## src/hdl/tst_lamp.sv

```systemverilog
`timescale 1ns/1ps
`default_nettype none
module tst_lamp #(
  parameter int HALF_CYCLES = 31250000
) (
  input wire logic sys_clk,
  input wire logic reset_n,
  input wire logic flash,
  output logic lamp
);
  localparam int CW = $clog2(HALF_CYCLES + 1);
  localparam logic [CW-1:0] LAST = CW'(HALF_CYCLES - 1);

  typedef struct packed {
    logic [CW-1:0] cnt;
    logic lamp;
  } tst_lamp_state_type;

  tst_lamp_state_type s;
  tst_lamp_state_type n;

  generate
    if (HALF_CYCLES < 1) begin : gBad
      $error("tst_lamp: half period must be at least 1");
    end
  endgenerate

  // toggle every half period while flashing, dark otherwise
  always_comb begin
    n = s;
    if (!flash) begin
      n.cnt = '0;
      n.lamp = 1'b0;
    end else if (s.cnt == LAST) begin
      n.cnt = '0;
      n.lamp = !s.lamp;
    end else begin
      n.cnt = s.cnt + CW'(1);
    end
  end

  always_ff @(posedge sys_clk or negedge reset_n) begin
    if (!reset_n) begin
      s <= '0;
    end else begin
      s <= n;
    end
  end

  assign lamp = s.lamp;
endmodule
`default_nettype wire

```

## config.mk

```make
export PLATFORM = sky130hd
export DESIGN_NAME = tst_lamp
export DESIGN_NICKNAME = d
export VERILOG_FILES = /design/src/hdl/tst_lamp.sv
export SDC_FILE = /design/constraint.sdc
export NUM_CORES = 1
export LEC_CHECK = 0
export BUFFER_PORTS_ARGS = -buffer_cell sky130_fd_sc_hd__buf_2
export CAP_MARGIN = 20
export CORE_UTILIZATION = 57
export DETAILED_ROUTE_END_ITERATION = 12
export PLACE_DENSITY = 0.72
export SYNTH_ARGS = -nofsm -noshare
export SYNTH_HDL_FRONTEND = slang
export SYNTH_SLANG_ARGS = --single-unit
```

## constraint.sdc

```tcl
create_clock -name sys_clk -period 5.1 [get_ports sys_clk]
set_clock_uncertainty 0.15 [all_clocks]
set_input_delay 0.255 -clock sys_clk [delete_from_list [all_inputs] [get_ports sys_clk]]
set_output_delay 0.255 -clock sys_clk [all_outputs]
set_load 0.02 [all_outputs]
```

==> results.txt <==
----------------------------------------------------
[Clocking]
  CTS Root Buffer Type ... clkbuf_4
  Num CTS Buffers ... 3
  Clock latency on the worst-skew pair ... 0.32 ns
  TritonCTS clock tree ... done
  Clock-pin slew of the registers on the worst-case setup and hold paths ... 0.14 ns
  Setup Fix Bufs, Post-CTS ... 0
  TritonCTS Sinks ... 26
  Clk buf depth ... 2
  H-tree lvl count ... 1

[Routing]
  Antenna-violating nets left ... 0
  Routed length per instance ... between 15 and 20 µm
  Post-detailed-route via-to-cell ratio ... 6.20
  DR vias ... 1091
  DRC violation total after the first TritonRoute iteration ... 23
  Total length of routed wires ... between 2 and 3 mm
  Number of detailed-routing iterations run before antenna repair ... 4
  DRC violations left ... 0

[Critical path]
  Worst path top cell family by delay ... simple AND/OR/NAND/NOR gates
  Data arrival time at the worst-slack endpoint ... between 2 and 2.5 ns
  Worst Setup Path Type ... reg -> reg
  Required time at the endpoint of the critical path ... between 5 and 6 ns
  Buffering stage count on the worst path with inverters included ... 0
  Delay of the slowest critical-path stage ... about 0.61 ns
  Library cell contributing the largest single delay on the critical path ... or4_1
  Cells traversed along the worst timing path ... ha_1, nand4_2, or4_1, or4_1, a21oi_1
  Most Frequent Cell on Critical Path ... or4_1
  Critical path endpoint category ... register
  Highest fanout seen on the critical path ... 7
  Kind of start point of the critical path ... register

[Placement]
  Total placed instance area ... about 1400 µm²
  Detailed Place HPWL ... roughly 2 mm
  Routability congestion estimate ... between 0.8 and 0.9
  Cell Count Post-Placement ... about 170
  Port bufs ... 3

[Floorplan]
  DIE AREA ... between 2000 and 3000 µm²
  Number of primary I/O pins ... 4
  Core Area ... roughly 2200 µm²
  Effective utilization at floorplan ... approximately 60%
  Core Rows ... 17
  Die height ... around 51 µm
  Width of the die ... about 51 µm

[Logic synthesis]
  Largest family of logic cells by synthesized area ... simple AND/OR/NAND/NOR gates
  Unique cell type count in the Yosys netlist ... 27
  Number of nets produced by synthesis ... between 100 and 150
  Post-synthesis share of cell area spent on full adders, half adders and majority gates ... less than 1%
  Average size of a mapped cell ... between 9 and 10 µm²
  Number of standard cells after synthesis ... 144
  Yosys reg bits ... 26
  Simple-Gate Fraction of Synth Area ... ~30%
  Fraction of the yosys area taken by sequential cells ... between 40% and 50%
  Cell area after synthesis ... 1360 µm²
  Share of the synthesized netlist area taken by xor and xnor gates ... under 10%
  Synth warnings ... 0
  Compound-gate portion of the synthesized area ... between 8 and 9%
  Mux cell area share after synthesis ... 0%

[Global route]
  Wire length of the first global-routing pass ... just under 5 mm
  Total routing usage reported by global routing ... between 20% and 30%
  Number of antenna violations at the first check in global routing ... 0
  Maximum number of pins on one net before global-route repair ... 27
  Number of global-route vias before repair ... ~1100
  Total global routing overflow ... 0

[Pwr]
  Leak Pwr ... around 0.54 nW
  Power per cell area ... 227 nW/µm²
  VDD IR-drop max ... between 0.1 and 0.15 mV

[Final layout]
  Share of cells above drive strength 1 ... around 8.8%
  Non-filler instance count after layout ... between 150 and 200
  Final design instance area without fill ... between 1000 and 1500 µm²
  Layout-stage area growth over the synthesis result ... 5.42%
  Most used cells in the layout excluding fill and tap cells ... dfrtp_1 (26), nor2_1 (19), xnor2_1 (12)
  Number of diodes ... 0
  Leading cell type in the layout, fill and taps excluded ... dfrtp_1
  Number of fill cells ... 183
  Fraction of the core area covered by cells at the end of the flow ... between 60 and 70%
  NumNets Final ... approximately 150

[STA]
  Post-route setup TNS ... 0 ns
  Hold Fails Final Rpt ... 0
  Unrepaired setup endpoints after global routing ... no
  Fmax ... between 0.4 and 0.5 GHz
  Max Transition Viols Final ... 0
  Number of failing setup endpoints in the final timing report ... 0
  Slew Limit Headroom ... between 60 and 70%
  Shortest period the worst path allows ... ~2.2 ns
  Slew of the pin with the lowest slew margin ... about 0.57 ns
  Share of the cycle needed by the critical path after routing ... 44.0%

[Run]
  Number of maximum-capacitance constraint violations ... 0

[Worst hold path]
  Path class of the lowest-slack min-delay path ... in -> reg

[Status]
  Run status ... completed

----------------------------------------------------
==> power by group <==
| part | total (mW) | switching (mW) | internal [mW] |
|---|---|---|---|
| Clock | 0.103 | 0.0598 | 0.0436 |
| Sequential | 0.210 | 0.00221 | 0.208 |
| Combinational | 0.0130 | 0.00933 | 0.00363 |
| Total | 0.327 | 0.0714 | 0.255 |
==> synth_stat cells (all sizes together) <==
| cell | count | area share [%] |
|---|---|---|
| or2 | 1 | 0.46 |
| a21boi | 1 | 0.55 |
| xnor2 | 12 | 7.7 |
| dfrtp | 26 | 48 |
| a21oi | 8 | 2.9 |
| nand4b | 1 | 0.64 |
| nor3 | 6 | 2.2 |
| nand2 | 10 | 2.8 |
| xor2 | 2 | 1.3 |
| o21ai | 4 | 1.5 |
| ha | 1 | 0.92 |
| nand4 | 8 | 5.1 |
| and4 | 2 | 1.3 |
| buf | 3 | 1.6 |
| clkbuf | 2 | 0.64 |
| o31ai | 7 | 3.9 |
| or3 | 5 | 2.3 |
| or4 | 7 | 3.9 |
| nor2 | 19 | 5.2 |
| nand3 | 8 | 2.9 |
| inv | 5 | 1.4 |
| nor4 | 5 | 2.3 |
| and4bb | 1 | 0.92 |
==> registers in the layout, summed over array words and instances, names as in the netlist <==
name	flops
s	25
lamp	1
==> cells by family after synthesis <==
logic type	count (synthesis)
and+or+nand+nor	73
DFF	26
buffers and inverters	10
xor gates and xnor gates	14
AOI/OAI and AO/OA	20
adders and majority gates	1
==> layout make-up <==
class / instances / area, µm² / share of cell area (%)
clock buffer: 4 / 36.3 / 2.53
inverter: 5 / 18.8 / 1.31
multi-input combinational: 108 / 663 / 46.2
sequential: 26 / 651 / 45.3
tap: 28 / 35.0 / 2.44
timing repair buffer: 5 / 32.5 / 2.26
==> worst paths after layout <==
kind / from / end / slack, ns / cells past startpoint
max: s[1]$_DFF_PN0_ / s[25]$_DFF_PN0_ / 2.86 / 5
min: flash / s[21]$_DFF_PN0_ / 0.05 / 3
max reg2reg: s[1]$_DFF_PN0_ / s[25]$_DFF_PN0_ / 2.86 / 5
min reg2reg: s[1]$_DFF_PN0_ / s[1]$_DFF_PN0_ / 0.35 / 1
max in group asynchronous: reset_n / s[4]$_DFF_PN0_ / 4.13 / 2
min in group asynchronous: reset_n / s[18]$_DFF_PN0_ / 0.30 / 2
==> worst register-to-register path: stages, from the launching register on <==
cell and delay (ns):
dfrtp_1 0.41, ha_1 0.26, nand4_2 0.18, or4_1 0.61, or4_1 0.43, a21oi_1 0.15
==> timing repair <==
item | in CTS | in global routing
endpoints found under the hold margin | 26 | 0
gates resized for setup | 0 | 0
hold buffers | 1 | 0
==> metal layers <==
layer / GRT usage (%) / part of all wire, %
met1: 33.9 / 48
met2: 42.4 / 50
met3: 4.46 / 1.7
met4: 8.80 / 0.51
met5: 0 / 0
==> per-stage QoR <==
step | total power, mW | setup slack, ns | hold slack (ns)
after CTS | 0.331 | 2.87 | 0.0304
after global routing | 0.341 | 2.72 | 0.0424
after floorplan | 0.220 | 3.00 | -0.191
after detailed placement | 0.227 | 2.88 | 0.129
after global placement | 0.226 | 2.96 | 0.116
final | 0.327 | 2.86 | 0.0483
(Power assumes the default switching activity.)
